`src/hw/card_timing_pkg.sv`:
```
/*
  Package for the card strobe timing block: register offsets, field layout,
  reset value, wait encodings, state and carrier types.
  Assumes a 32-bit APB with one aligned word per register.
*/
package card_timing_pkg;

  // ****************************************************************
  // Register map
  // ****************************************************************
  localparam logic [11:0] card_access_timing_off = 12'h000;
  localparam logic [11:0] status_off = 12'h004;
  localparam logic [15:0] card_access_timing_rst = 16'h0000;

  // ****************************************************************
  // Field positions in the timing register
  // ****************************************************************
  localparam int set0_extra_wait_lsb = 14;
  localparam int set1_extra_wait_lsb = 12;
  localparam int set0_setup_delay_lsb = 9;
  localparam int set1_setup_delay_lsb = 6;
  localparam int set0_hold_delay_lsb = 3;
  localparam int set1_hold_delay_lsb = 0;

  // ****************************************************************
  // Wait encodings
  // ****************************************************************
  localparam logic [7:0] extra_wait_1 = 8'h0f;
  localparam logic [7:0] extra_wait_2 = 8'h1e;
  localparam logic [7:0] extra_wait_3 = 8'h32;
  localparam logic [7:0] delay_4 = 8'h06;
  localparam logic [7:0] delay_5 = 8'h09;
  localparam logic [7:0] delay_6 = 8'h0c;
  localparam logic [7:0] delay_7 = 8'h0f;

  // Access sequencer states
  typedef enum logic [2:0] {
    st_idle,
    st_setup,
    st_strobe,
    st_hold,
    st_done
  } access_state_e;

  // Timing chosen for one access
  typedef struct packed {
    logic [7:0] extra_waits;
    logic [7:0] setup_waits;
    logic [7:0] hold_waits;
  } access_timing_s;

  // Card access request
  typedef struct packed {
    logic area_5_or_6;
    logic timing_set_select;
    logic write;
    logic io_card;
    logic low_speed;
    logic [7:0] base_waits;
  } access_req_s;

endpackage

```
`src/hw/card_strobe_timing.sv`:
```
/*
  Card strobe timing control: timing register on APB and an access
  sequencer that places the strobe between address setup and hold.
  Assumes the bus controller raises a one-cycle start with its request,
  supplies the base wait count and low-speed flag from its wait control,
  and drives the address while addr_valid is high.
*/
// The register offsets and register access over APB are this design's own decisions.
`timescale 1ns/1ns
module card_strobe_timing (
  input wire logic core_clk,
  input wire logic reset,
  input wire logic psel,
  input wire logic penable,
  input wire logic pwrite,
  input wire logic [11:0] paddr,
  input wire logic [31:0] pwdata,
  output logic [31:0] prdata,
  output logic pready,
  output logic pslverr,
  input wire logic start,
  input wire card_timing_pkg::access_req_s req,
  output logic busy,
  output logic addr_valid,
  output logic read_strobe,
  output logic write_strobe,
  output logic data_sample,
  output logic done
);

  // ****************************************************************
  // Register file
  // ****************************************************************
  logic [15:0] card_access_timing_reg;
  logic [15:0] card_access_timing_next;
  logic apb_write;
  logic apb_read;
  logic hit_timing;
  logic hit_status;

  // APB decode; always ready, unmapped addresses raise an error
  always_comb begin
    hit_timing = (paddr == card_timing_pkg::card_access_timing_off);
    hit_status = (paddr == card_timing_pkg::status_off);
    apb_write = psel && penable && pwrite && hit_timing;
    apb_read = psel && !pwrite;
    pready = 1'b1;
    pslverr = psel && penable && !(hit_timing || hit_status);
    card_access_timing_next = card_access_timing_reg;
    if (apb_write) begin
      card_access_timing_next = pwdata[15:0];
    end
  end

  // Timing register, loaded with its reset value whenever reset is high
  always_ff @(posedge core_clk) begin
    if (reset) begin
      card_access_timing_reg <= card_timing_pkg::card_access_timing_rst;
    end else begin
      card_access_timing_reg <= card_access_timing_next;
    end
  end

  // ****************************************************************
  // Field set selection and decode
  // ****************************************************************
  logic [1:0] extra_code;
  logic [2:0] setup_code;
  logic [2:0] hold_code;
  card_timing_pkg::access_timing_s sel_timing;

  // Pick the field set by the select bit
  always_comb begin
    if (req.timing_set_select) begin
      extra_code = card_access_timing_reg[card_timing_pkg::set1_extra_wait_lsb +: 2];
      setup_code = card_access_timing_reg[card_timing_pkg::set1_setup_delay_lsb +: 3];
      hold_code = card_access_timing_reg[card_timing_pkg::set1_hold_delay_lsb +: 3];
    end else begin
      extra_code = card_access_timing_reg[card_timing_pkg::set0_extra_wait_lsb +: 2];
      setup_code = card_access_timing_reg[card_timing_pkg::set0_setup_delay_lsb +: 3];
      hold_code = card_access_timing_reg[card_timing_pkg::set0_hold_delay_lsb +: 3];
    end
  end

  card_wait_decode u_decode (
    .extra_code(extra_code),
    .setup_code(setup_code),
    .hold_code(hold_code),
    .timing(sel_timing)
  );

  // ****************************************************************
  // Access sequencer
  // ****************************************************************
  card_timing_pkg::access_state_e state_reg;
  card_timing_pkg::access_state_e state_next;
  logic [8:0] count_reg;
  logic [8:0] count_next;
  logic [7:0] hold_reg;
  logic [7:0] hold_next;
  logic write_reg;
  logic write_next;
  logic from_sample_reg;
  logic from_sample_next;
  logic [8:0] len_reg;
  logic [8:0] len_next;
  logic [31:0] prdata_reg;
  logic [31:0] prdata_next;
  logic [8:0] strobe_len;

  // Strobe length: base waits plus low-speed extra in areas 5 or 6, plus one cycle
  always_comb begin
    strobe_len = {1'b0, req.base_waits} + 9'h001;
    if (req.low_speed && req.area_5_or_6) begin
      strobe_len = strobe_len + {1'b0, sel_timing.extra_waits};
    end
  end

  // Next state and counters
  always_comb begin
    state_next = state_reg;
    count_next = count_reg;
    hold_next = hold_reg;
    write_next = write_reg;
    from_sample_next = from_sample_reg;
    len_next = len_reg;
    case (state_reg)
      card_timing_pkg::st_idle: begin
        if (start) begin
          // Timing is latched here so later register writes cannot disturb it
          write_next = req.write;
          len_next = strobe_len;
          if (req.area_5_or_6) begin
            count_next = {1'b0, sel_timing.setup_waits};
            hold_next = sel_timing.hold_waits;
            from_sample_next = req.timing_set_select && !req.write && !req.io_card;
          end else begin
            count_next = 9'h000;
            hold_next = 8'h00;
            from_sample_next = 1'b0;
          end
          state_next = card_timing_pkg::st_setup;
        end
      end
      card_timing_pkg::st_setup: begin
        if (count_reg == 9'h000) begin
          count_next = len_reg;
          state_next = card_timing_pkg::st_strobe;
        end else begin
          count_next = count_reg - 9'h001;
        end
      end
      card_timing_pkg::st_strobe: begin
        if (count_reg == 9'h001) begin
          count_next = {1'b0, hold_reg};
          state_next = card_timing_pkg::st_hold;
        end else begin
          count_next = count_reg - 9'h001;
        end
      end
      card_timing_pkg::st_hold: begin
        if (count_reg == 9'h000) begin
          state_next = card_timing_pkg::st_done;
        end else begin
          count_next = count_reg - 9'h001;
        end
      end
      card_timing_pkg::st_done: begin
        state_next = card_timing_pkg::st_idle;
      end
      default: begin
        state_next = card_timing_pkg::st_idle;
      end
    endcase
  end

  // Read data: register or sequencer state
  always_comb begin
    prdata_next = prdata_reg;
    if (apb_read && !penable) begin
      if (hit_timing) begin
        prdata_next = {16'h0000, card_access_timing_reg};
      end else if (hit_status) begin
        prdata_next = {31'h00000000, busy};
      end else begin
        prdata_next = 32'h00000000;
      end
    end
  end

  // Sequencer registers
  always_ff @(posedge core_clk) begin
    if (reset) begin
      state_reg <= card_timing_pkg::st_idle;
      count_reg <= 9'h000;
      hold_reg <= 8'h00;
      write_reg <= 1'b0;
      from_sample_reg <= 1'b0;
      len_reg <= 9'h000;
      prdata_reg <= 32'h00000000;
    end else begin
      state_reg <= state_next;
      count_reg <= count_next;
      hold_reg <= hold_next;
      write_reg <= write_next;
      from_sample_reg <= from_sample_next;
      len_reg <= len_next;
      prdata_reg <= prdata_next;
    end
  end

  // ****************************************************************
  // Outputs
  // ****************************************************************
  logic strobe_on;
  logic strobe_end;

  // Strobes; in sampled-hold reads the strobe stays on through the hold
  always_comb begin
    strobe_end = (state_reg == card_timing_pkg::st_strobe) && (count_reg == 9'h001);
    strobe_on = (state_reg == card_timing_pkg::st_strobe) ||
                ((state_reg == card_timing_pkg::st_hold) && from_sample_reg);
    prdata = prdata_reg;
    busy = (state_reg != card_timing_pkg::st_idle);
    addr_valid = (state_reg == card_timing_pkg::st_setup) ||
                 (state_reg == card_timing_pkg::st_strobe) ||
                 (state_reg == card_timing_pkg::st_hold);
    read_strobe = strobe_on && !write_reg;
    write_strobe = (state_reg == card_timing_pkg::st_strobe) && write_reg;
    data_sample = strobe_end && !write_reg;
    done = (state_reg == card_timing_pkg::st_done);
  end

endmodule // card_strobe_timing

```
`src/hw/card_wait_decode.sv`:
```
/*
  Decoder for one set of card timing fields into wait counts.
  Assumes the caller has already chosen the field set.
*/
`timescale 1ns/1ns
module card_wait_decode (
  input wire logic [1:0] extra_code,
  input wire logic [2:0] setup_code,
  input wire logic [2:0] hold_code,
  output card_timing_pkg::access_timing_s timing
);

  // ****************************************************************
  // Code to count mapping
  // ****************************************************************
  function automatic logic [7:0] delay_of(input logic [2:0] code);
    case (code)
      3'h4: delay_of = card_timing_pkg::delay_4;
      3'h5: delay_of = card_timing_pkg::delay_5;
      3'h6: delay_of = card_timing_pkg::delay_6;
      3'h7: delay_of = card_timing_pkg::delay_7;
      default: delay_of = {5'h00, code};
    endcase
  endfunction

  // Extra low-speed waits and the two delays
  always_comb begin
    case (extra_code)
      2'h1: timing.extra_waits = card_timing_pkg::extra_wait_1;
      2'h2: timing.extra_waits = card_timing_pkg::extra_wait_2;
      2'h3: timing.extra_waits = card_timing_pkg::extra_wait_3;
      default: timing.extra_waits = 8'h00;
    endcase
    timing.setup_waits = delay_of(setup_code);
    timing.hold_waits = delay_of(hold_code);
  end

endmodule // card_wait_decode
```
`config.mk`:
```
export PLATFORM = sky130hd
export DESIGN_NAME = card_strobe_timing
export DESIGN_NICKNAME = d
export VERILOG_FILES = /design/src/hw/card_timing_pkg.sv /design/src/hw/card_strobe_timing.sv /design/src/hw/card_wait_decode.sv
export SDC_FILE = /design/constraint.sdc
export NUM_CORES = 1
export LEC_CHECK = 0
export BUFFER_PORTS_ARGS = -buffer_cell sky130_fd_sc_hd__buf_2
export CORE_MARGIN = 2
export CORE_UTILIZATION = 52
export CTS_CLUSTER_DIAMETER = 120
export DETAILED_ROUTE_END_ITERATION = 16
export PLACE_DENSITY = 0.8
export SLEW_MARGIN = 5
export SYNTH_ARGS = -nofsm -noshare
export SYNTH_HDL_FRONTEND = slang
export SYNTH_SLANG_ARGS = --single-unit
```
`constraint.sdc`:
```
create_clock -name core_clk -period 3.3 [get_ports core_clk]
set_input_delay 0.33 -clock core_clk [delete_from_list [all_inputs] [get_ports core_clk]]
set_output_delay 0.33 -clock core_clk [all_outputs]
set_load 0.03 [all_outputs]
```
==> impl_metrics.py, run 1 <==
metrics = {
    "placed_design": {
        "io_buffers": 69,
        "dp.cells": 541,
        "dp_hpwl_um": 5800,
        "finalWeightedCongestion": 0.905,
    },
    "worst_setup_path": {
        "arrival_ps": 2810,
        "setup.worst_path.class": "in -> reg",
        "crit_family": "compound AO/OA/AOI/OAI gates",
        "r2r-end": "len_reg[7]",
        "critPathLaunchType": "input pin",
        "r2r-start": "card_access_timing_reg[13]",
        "worstSetupEndpointType": "flop",
        "cp_cell_sequence": "buf_2, mux2_2, inv_1, ha_1, inv_1, ha_1, a211oi_1, nor2_1, o41ai_1, nor3_1, a211o_1",
        "cp_slowest_cell": "o41ai_1",
        "worstPathMaxFanout": 11,
        "reg2reg_depth": 10,
        "critPathMaxStageDelay_ps": 400,
        "crit_end": "len_reg[7]",
        "reg2reg_slack_ps": 750,
        "crit_cells": 11,
        "cp_num_buf_inv": 3,
        "critPathLaunch": "req[11]",
        "cp.required_ps": 3520,
    },
    "drt": {
        "postRouteAntennaNets": 0,
        "drt_iter0_drc": 230,
        "vias_per_cell": 5.71,
        "dr.pass1.iters": 11,
        "vias": 3177,
        "routed_wl_um": 7970,
        "wire_per_inst_um": 14.3,
        "drcViolationCount": 8,
    },
    "outcome": {
        "violations": "design-rule violations",
        "status": "finished with violations",
    },
    "floorplan": {
        "die-area_mm2": 0.00735,
        "fp.dieH_um": 85.7,
        "rows": 29,
        "fp.coreArea_mm2": 0.00642,
        "start_util_pct": 54.1,
        "chipWidth_um": 85.7,
        "ios": 103,
    },
    "clock_network": {
        "cts_buffers": 9,
        "cts_buffer_depth": 2,
        "root_buffer": "clkbuf_8",
        "cts_resized": 0,
        "clkSlewWorstSetupHoldPaths_ps": 70,
        "cts_tree": "yes",
        "hold_buffers": 0,
        "cts_setup_buffers": 0,
        "htreeDepth": 3,
        "cts.sinks": 59,
        "clkLatencyLatePin_ps": 330,
    },
    "logic_synthesis": {
        "ys_seq_area_share_pct": 34.0,
        "yosysWarnings": 0,
        "synth_top_area_cell": "dfxtp_1",
        "yosysUniqueCellTypes": 63,
        "synthMuxAreaShare_pct": 8.03,
        "postSynthCellCount": 414,
        "synth-xor-area-share_pct": 2.77,
        "synth_seq_cells": 59,
        "synth-compound-area-share_pct": 18.9,
        "synthSimpleGateAreaFrac_pct": 22.7,
        "synthTopCellsByArea": "dfxtp_1, nor2_1, mux2i_1, ha_1, a22oi_1",
        "synth.avg_cell_area_um2": 8.39,
        "async_flop_share_pct": 0,
        "syn_area_mm2": 0.00347,
        "synth_top_family_by_area": "simple AND/OR/NAND/NOR gates",
        "synth-edff-count": 0,
        "synth_flop_cell": "dfxtp_1",
        "synth.top_cell.area_share_pct": 34.0,
        "synth_adder_area_share_pct": 4.90,
    },
    "sta": {
        "finalMaxSlewViolations": 0,
        "setup_viol": 0,
        "skew_ps": 7.09,
        "fmax_mhz": 387,
        "tightest_slew_ps": 671,
        "setup_tns_ps": 0,
        "rsz0062_at_grt": "no",
        "fin_crit_sh_pct": 78.4,
        "hold_violations": 0,
        "relSlewSlack_pct": 55.1,
        "layout_min_cycle_time_ps": 2590,
    },
    "pwr": {
        "p_int_w": 0.00155,
        "power_leakage_nw": 1.68,
        "power_density_mw_per_mm2": 605,
        "comb_power_share_pct": 33.1,
        "power_frac_seq_pct": 36.1,
        "p_clk_share_pct": 30.7,
        "p_sw_share_pct": 36.1,
        "switchingPower_w": 0.000873,
        "peakVddDrop_mv": 0.303,
    },
    "global_route": {
        "grt_max_degree": 34,
        "overflow": 0,
        "track_usage_pct": 21.9,
        "grt_pass1_wl_um": 13200,
        "grt_pass1_vias": 2989,
        "antenna_found_initial": 0,
    },
    "final_layout": {
        "layout_commonest_cell": "buf_2",
        "finalNonFillerCells": 556,
        "diodes": 0,
        "final_nets": 551,
        "area_growth_pct": 15.1,
        "final_cell_mix": "buf_2, nor2_1, dfxtp_1",
        "drive_gt1_share_pct": 21.9,
    },
    "min_path": {
        "hold_path_class": "in -> reg",
        "hold_start": "pwdata[2]",
    },
    "run": {
        "drv_cap": 0,
    },
}
power groups by stage:
stage | Sequential (W) | Clock (W) | Combinational, W
2_1_floorplan | 0.000848 | 0 | 0.000671
3_3_place_gp | 0.000883 | 0 | 0.000770
3_5_place_dp | 0.000888 | 0 | 0.000786
4_1_cts | 0.000872 | 0.000750 | 0.000792
5_1_grt | 0.000888 | 0.000777 | 0.000895
6_report | 0.000874 | 0.000743 | 0.000801
cell type report:
type	instances	area [µm²]
clock buffers	11	151
clock inverters	4	73.8
fillers	561	2420
inverters	19	71.3
multi-input cells	314	2060
flip-flops and latches	59	1180
well taps	77	96.3
repair buffers	72	368
through the flow:
stage                     instance area, µm²  total power (W)  setup slack [ps]  utilization, %  hold WS, ps
after floorplan                         3530          0.00152               720               -          432
after global placement                  3770          0.00165               467            58.7          445
after detailed placement                3770          0.00167               380            58.7          454
after CTS                               4000          0.00241               723            62.2          223
after global routing                    4000          0.00256               554            62.2          234
final                                   4000          0.00242               713            62.2          231
cells in the mapped netlist (2+ instances only):
| cell | n |
|---|---|
| o21a_1 | 2 |
| a21oi_1 | 15 |
| buf_2 | 6 |
| and2_1 | 5 |
| inv_1 | 19 |
| clkbuf_1 | 9 |
| and4b_1 | 2 |
| a31oi_1 | 5 |
| nor4_2 | 3 |
| o32ai_1 | 2 |
| a311oi_1 | 4 |
| mux2i_1 | 20 |
| ha_1 | 12 |
| nor3b_1 | 3 |
| a221oi_1 | 3 |
| nor2_1 | 60 |
| a21o_1 | 2 |
| nor2b_1 | 6 |
| xnor2_1 | 9 |
| conb_1 | 2 |
| nor4_1 | 3 |
| o2111ai_1 | 4 |
| nand3_1 | 10 |
| nand2_1 | 26 |
| a22oi_1 | 18 |
| xor2_1 | 2 |
| and3_1 | 2 |
| dfxtp_1 | 59 |
| nor3_1 | 17 |
| buf_4 | 18 |
| a211oi_1 | 10 |
| a2111oi_0 | 2 |
| buf_1 | 3 |
| o21ai_0 | 10 |
| nand4_1 | 3 |
| nand2b_1 | 5 |
| mux2_2 | 7 |
worst min-delay path by stage:
stage / depth (start not counted) / slack, ps / end
after floorplan: 2 / 430 / len_reg[0]
after global placement: 2 / 450 / from_sample_reg
after detailed placement: 2 / 450 / from_sample_reg
after CTS: 3 / 220 / card_access_timing_reg[4]
after global routing: 3 / 230 / card_access_timing_reg[9]
final: 3 / 230 / card_access_timing_reg[2]
worst reg2reg max path, delay by kind of cell, from the launching register on:
family | cells | cell delay [ps]
buffers and inverters | 2 | 140
muxes | 1 | 280
adders and majority gates | 2 | 510
and+or+nand+nor | 2 | 260
AOI/OAI and AO/OA | 3 | 920
DFF | 1 | 340
routing by layer:
| layer | part of all wire [%] | global-route usage (%) |
|---|---|---|
| met1 | 45 | 28.1 |
| met2 | 47 | 36.8 |
| met3 | 6.6 | 4.04 |
| met4 | 0.79 | 8.23 |
| met5 | 0 | 0 |
cells by family (layout without fill, tap and decap cells):
group,after synthesis,after routing
xor+xnor,11,11
other cells,2,17
mux,27,27
buf+inv,56,106
compound gates,90,90
fa+ha+maj,13,13
flops,59,59
simple gates,156,156
Note: power is estimated with default switching activity, not from simulation.
==> inputs of run 2 (changes only) <==
--- a/config.mk
+++ b/config.mk
@@ -5,12 +5,13 @@
 export SDC_FILE = /design/constraint.sdc
 export NUM_CORES = 1
 export LEC_CHECK = 0
+export ABC_AREA = 1
 export BUFFER_PORTS_ARGS = -buffer_cell sky130_fd_sc_hd__buf_2
 export CORE_MARGIN = 2
-export CORE_UTILIZATION = 52
+export CORE_UTILIZATION = 53
 export CTS_CLUSTER_DIAMETER = 120
 export DETAILED_ROUTE_END_ITERATION = 16
-export PLACE_DENSITY = 0.8
+export PLACE_DENSITY = 0.81
 export SLEW_MARGIN = 5
 export SYNTH_ARGS = -nofsm -noshare
 export SYNTH_HDL_FRONTEND = slang
==> constraint.sdc (replaced) <==
create_clock -name core_clk -period 2.45 [get_ports core_clk]
set_input_delay 0.245 -clock core_clk [delete_from_list [all_inputs] [get_ports core_clk]]
set_output_delay 0.245 -clock core_clk [all_outputs]
set_load 0.03 [all_outputs]
==> run 2 against run 1 <==
Effect of this change: worst setup slack lost 480 ps; combinational power grew 110%; hold slack worse by 68 ps; register-to-register slack got worse by 510 ps; highest routed layer unchanged; synthesized area rose by 6.5%; wire length rose by 7.8%; the flow now finishes without violations; critical path depth is 3 higher; first-iteration DRC count decreased by 19%; via count is 18% higher; synthesized cell count up 36%; largest cell class unchanged; sequential power is 40% higher; core utilization grew 0.37 points.
==> impl_metrics.py, run 2 <==
metrics = {
    "worst_setup_path": {
        "cp.required_ps": 2730,
        "setup.worst_path.class": "reg -> reg",
        "arrival_ps": 2490,
        "worstSetupEndpointType": "flop",
        "reg2reg_slack_ps": 240,
        "critPathLaunchType": "flop",
        "worstPathMaxFanout": 5,
    },
    "pwr": {
        "comb_power_share_pct": 43.8,
        "p_sw_share_pct": 44.6,
        "p_int_w": 0.00212,
        "switchingPower_w": 0.00170,
        "finalPower_w": 0.00382,
        "power_frac_seq_pct": 31.9,
        "power_density_mw_per_mm2": 904,
        "p_clk_share_pct": 24.3,
        "power_leakage_nw": 1.99,
        "peakVddDrop_mv": 0.406,
    },
    "sta": {
        "fmax_mhz": 452,
        "setup_tns_ps": 0,
        "rsz0062_at_grt": "no",
        "fin_crit_sh_pct": 90.4,
        "finalMaxSlewViolations": 0,
        "skew_ps": 8.79,
        "hold_violations": 0,
        "timing.hold.ws_ps": 163,
        "layout_min_cycle_time_ps": 2210,
        "setup_viol": 0,
        "fin_ws_ps": 235,
        "tightest_slew_ps": 775,
        "relSlewSlack_pct": 48.3,
    },
    "placed_design": {
        "pre_cts_slack_ps": 103,
        "io_buffers": 69,
        "dp_hpwl_um": 6320,
        "finalWeightedCongestion": 0.941,
        "dpl_cell_area_mm2": 0.00400,
    },
    "floorplan": {
        "chipWidth_um": 87.6,
        "die-area_mm2": 0.00767,
        "start_util_pct": 54.8,
        "fp.coreArea_mm2": 0.00676,
        "fp.dieH_um": 87.6,
        "ios": 103,
        "rows": 30,
    },
    "drt": {
        "dr.pass1.iters": 6,
        "vias": 3762,
        "drcViolationCount": 0,
        "vias_per_cell": 5.29,
        "drt_iter0_drc": 186,
        "postRouteAntennaNets": 0,
        "routed_wl_um": 8590,
        "wire_per_inst_um": 12.1,
    },
    "final_layout": {
        "final_cell_mix": "nand2_1, buf_2, dfxtp_1",
        "layout_commonest_cell": "nand2_1",
        "drive_gt1_share_pct": 17.7,
        "diodes": 0,
        "area_growth_pct": 14.3,
        "n_fill_cell": 615,
        "final_nets": 702,
        "stdcell_area_mm2": 0.00423,
    },
    "logic_synthesis": {
        "synth_seq_cells": 59,
        "synth_top_area_cell": "dfxtp_1",
        "yosysMostFrequentCell": "nand2_1",
        "yosysUniqueCellTypes": 40,
        "syn_area_mm2": 0.00370,
        "synthTopCellsByCount": "nand2_1, dfxtp_1, a21oi_1",
        "synth.avg_cell_area_um2": 6.57,
        "async_flop_share_pct": 0,
        "synth.top_cell.area_share_pct": 31.9,
        "ys_seq_area_share_pct": 31.9,
        "yosysWarnings": 0,
        "synthTopCellsByArea": "dfxtp_1, nand2_1, a21oi_1, nand3_1, inv_1",
        "synth_flop_cell": "dfxtp_1",
        "synth-edff-count": 0,
        "postSynthCellCount": 563,
    },
    "clock_network": {
        "cts_tree": "yes",
        "cts_setup_buffers": 0,
        "clkSlewWorstSetupHoldPaths_ps": 80,
        "cts_buffers": 9,
        "hold_buffers": 0,
        "root_buffer": "clkbuf_8",
        "clkLatencyLatePin_ps": 350,
        "cts.sinks": 59,
        "cts_buffer_depth": 2,
        "htreeDepth": 3,
        "cts_resized": 0,
    },
    "global_route": {
        "overflow": 0,
        "grt_pass1_vias": 3338,
        "antenna_found_initial": 0,
        "track_usage_pct": 23.2,
        "grt_pass1_wl_um": 14300,
        "grt_max_degree": 33,
    },
    "outcome": {
        "status": "complete, no violations",
    },
    "run": {
        "drv_cap": 0,
    },
    "min_path": {
        "hold_path_class": "in -> reg",
    },
}
-- run 2: cell families (layout without fill, tap and decap cells) --
| family | Yosys count | after routing | share of synthesized area (%) |
|---|---|---|---|
| xor gates and xnor gates | 6 | 6 | 1.42 |
| muxes | 2 | 2 | 0.541 |
| AOI/OAI and AO/OA | 105 | 105 | 14.8 |
| and+or+nand+nor | 281 | 281 | 34.0 |
| buffers and inverters | 95 | 148 | 12.5 |
| other | 2 | 17 | 0.203 |
| adders and majority gates | 13 | 13 | 4.60 |
| DFF | 59 | 59 | 31.9 |
-- run 2: path summary, 6_finish.rpt --
kind / from / to / depth (start not counted)
worst min-delay path: pwdata[7] / card_access_timing_reg[7] / 3
worst max register to register: card_access_timing_reg[12] / len_reg[7] / 14
worst max-delay path: card_access_timing_reg[12] / len_reg[7] / 14
worst min register to register: hold_reg[3] / hold_reg[3] / 2
-- run 2: per-stage QoR --
stage               std cells  util, %
global route              711     62.6
finish                    711     62.6
floorplan                 578        -
global placement          695     59.2
detailed placement        695     59.2
CTS                       711     62.2
-- run 2: metal layers --
metal | vias up | track usage, % | part of all wire (%)
met3 | 16 | 5.75 | 5.6
met2 | 112 | 41.0 | 49
met5 | - | 0 | 0
met4 | 0 | 5.73 | 1.1
li1 | 1927 | - | -
met1 | 1707 | 28.4 | 44
-- run 2: cell type report --
cell class / count / area [µm²] / share of cell area (%)
Multi-Input combinational cell: 424 / 2140 / 50.5
Timing Repair Buffer: 75 / 390 / 9.23
Clock buffer: 9 / 124 / 2.93
Inverter: 57 / 214 / 5.06
Clock inverter: 7 / 83.8 / 1.98
Tap cell: 80 / 100 / 2.37
Sequential cell: 59 / 1180 / 27.9
-- run 2: power groups by stage --
stage / registers [W] / clock network, W / logic [W]
floorplan: 0.00122 / 0 / 0.00134
global placement: 0.00124 / 0 / 0.00160
detailed placement: 0.00124 / 0 / 0.00163
finish: 0.00122 / 0.000930 / 0.00167
CTS: 0.00122 / 0.000941 / 0.00165
global route: 0.00124 / 0.000988 / 0.00188
-- run 2: critical path, stage by stage, from the launching register on --
cell     delay, ps
dfxtp_1        330
or2_2          290
o21ai_0        120
ha_1           360
ha_4           320
nand2_1         60
nor2_1         100
nand2_1         60
nand3_1        110
nand2_1         70
nand2_1         80
nand2_1         50
nand2_1         50
nand2_1         40
a21oi_1        120
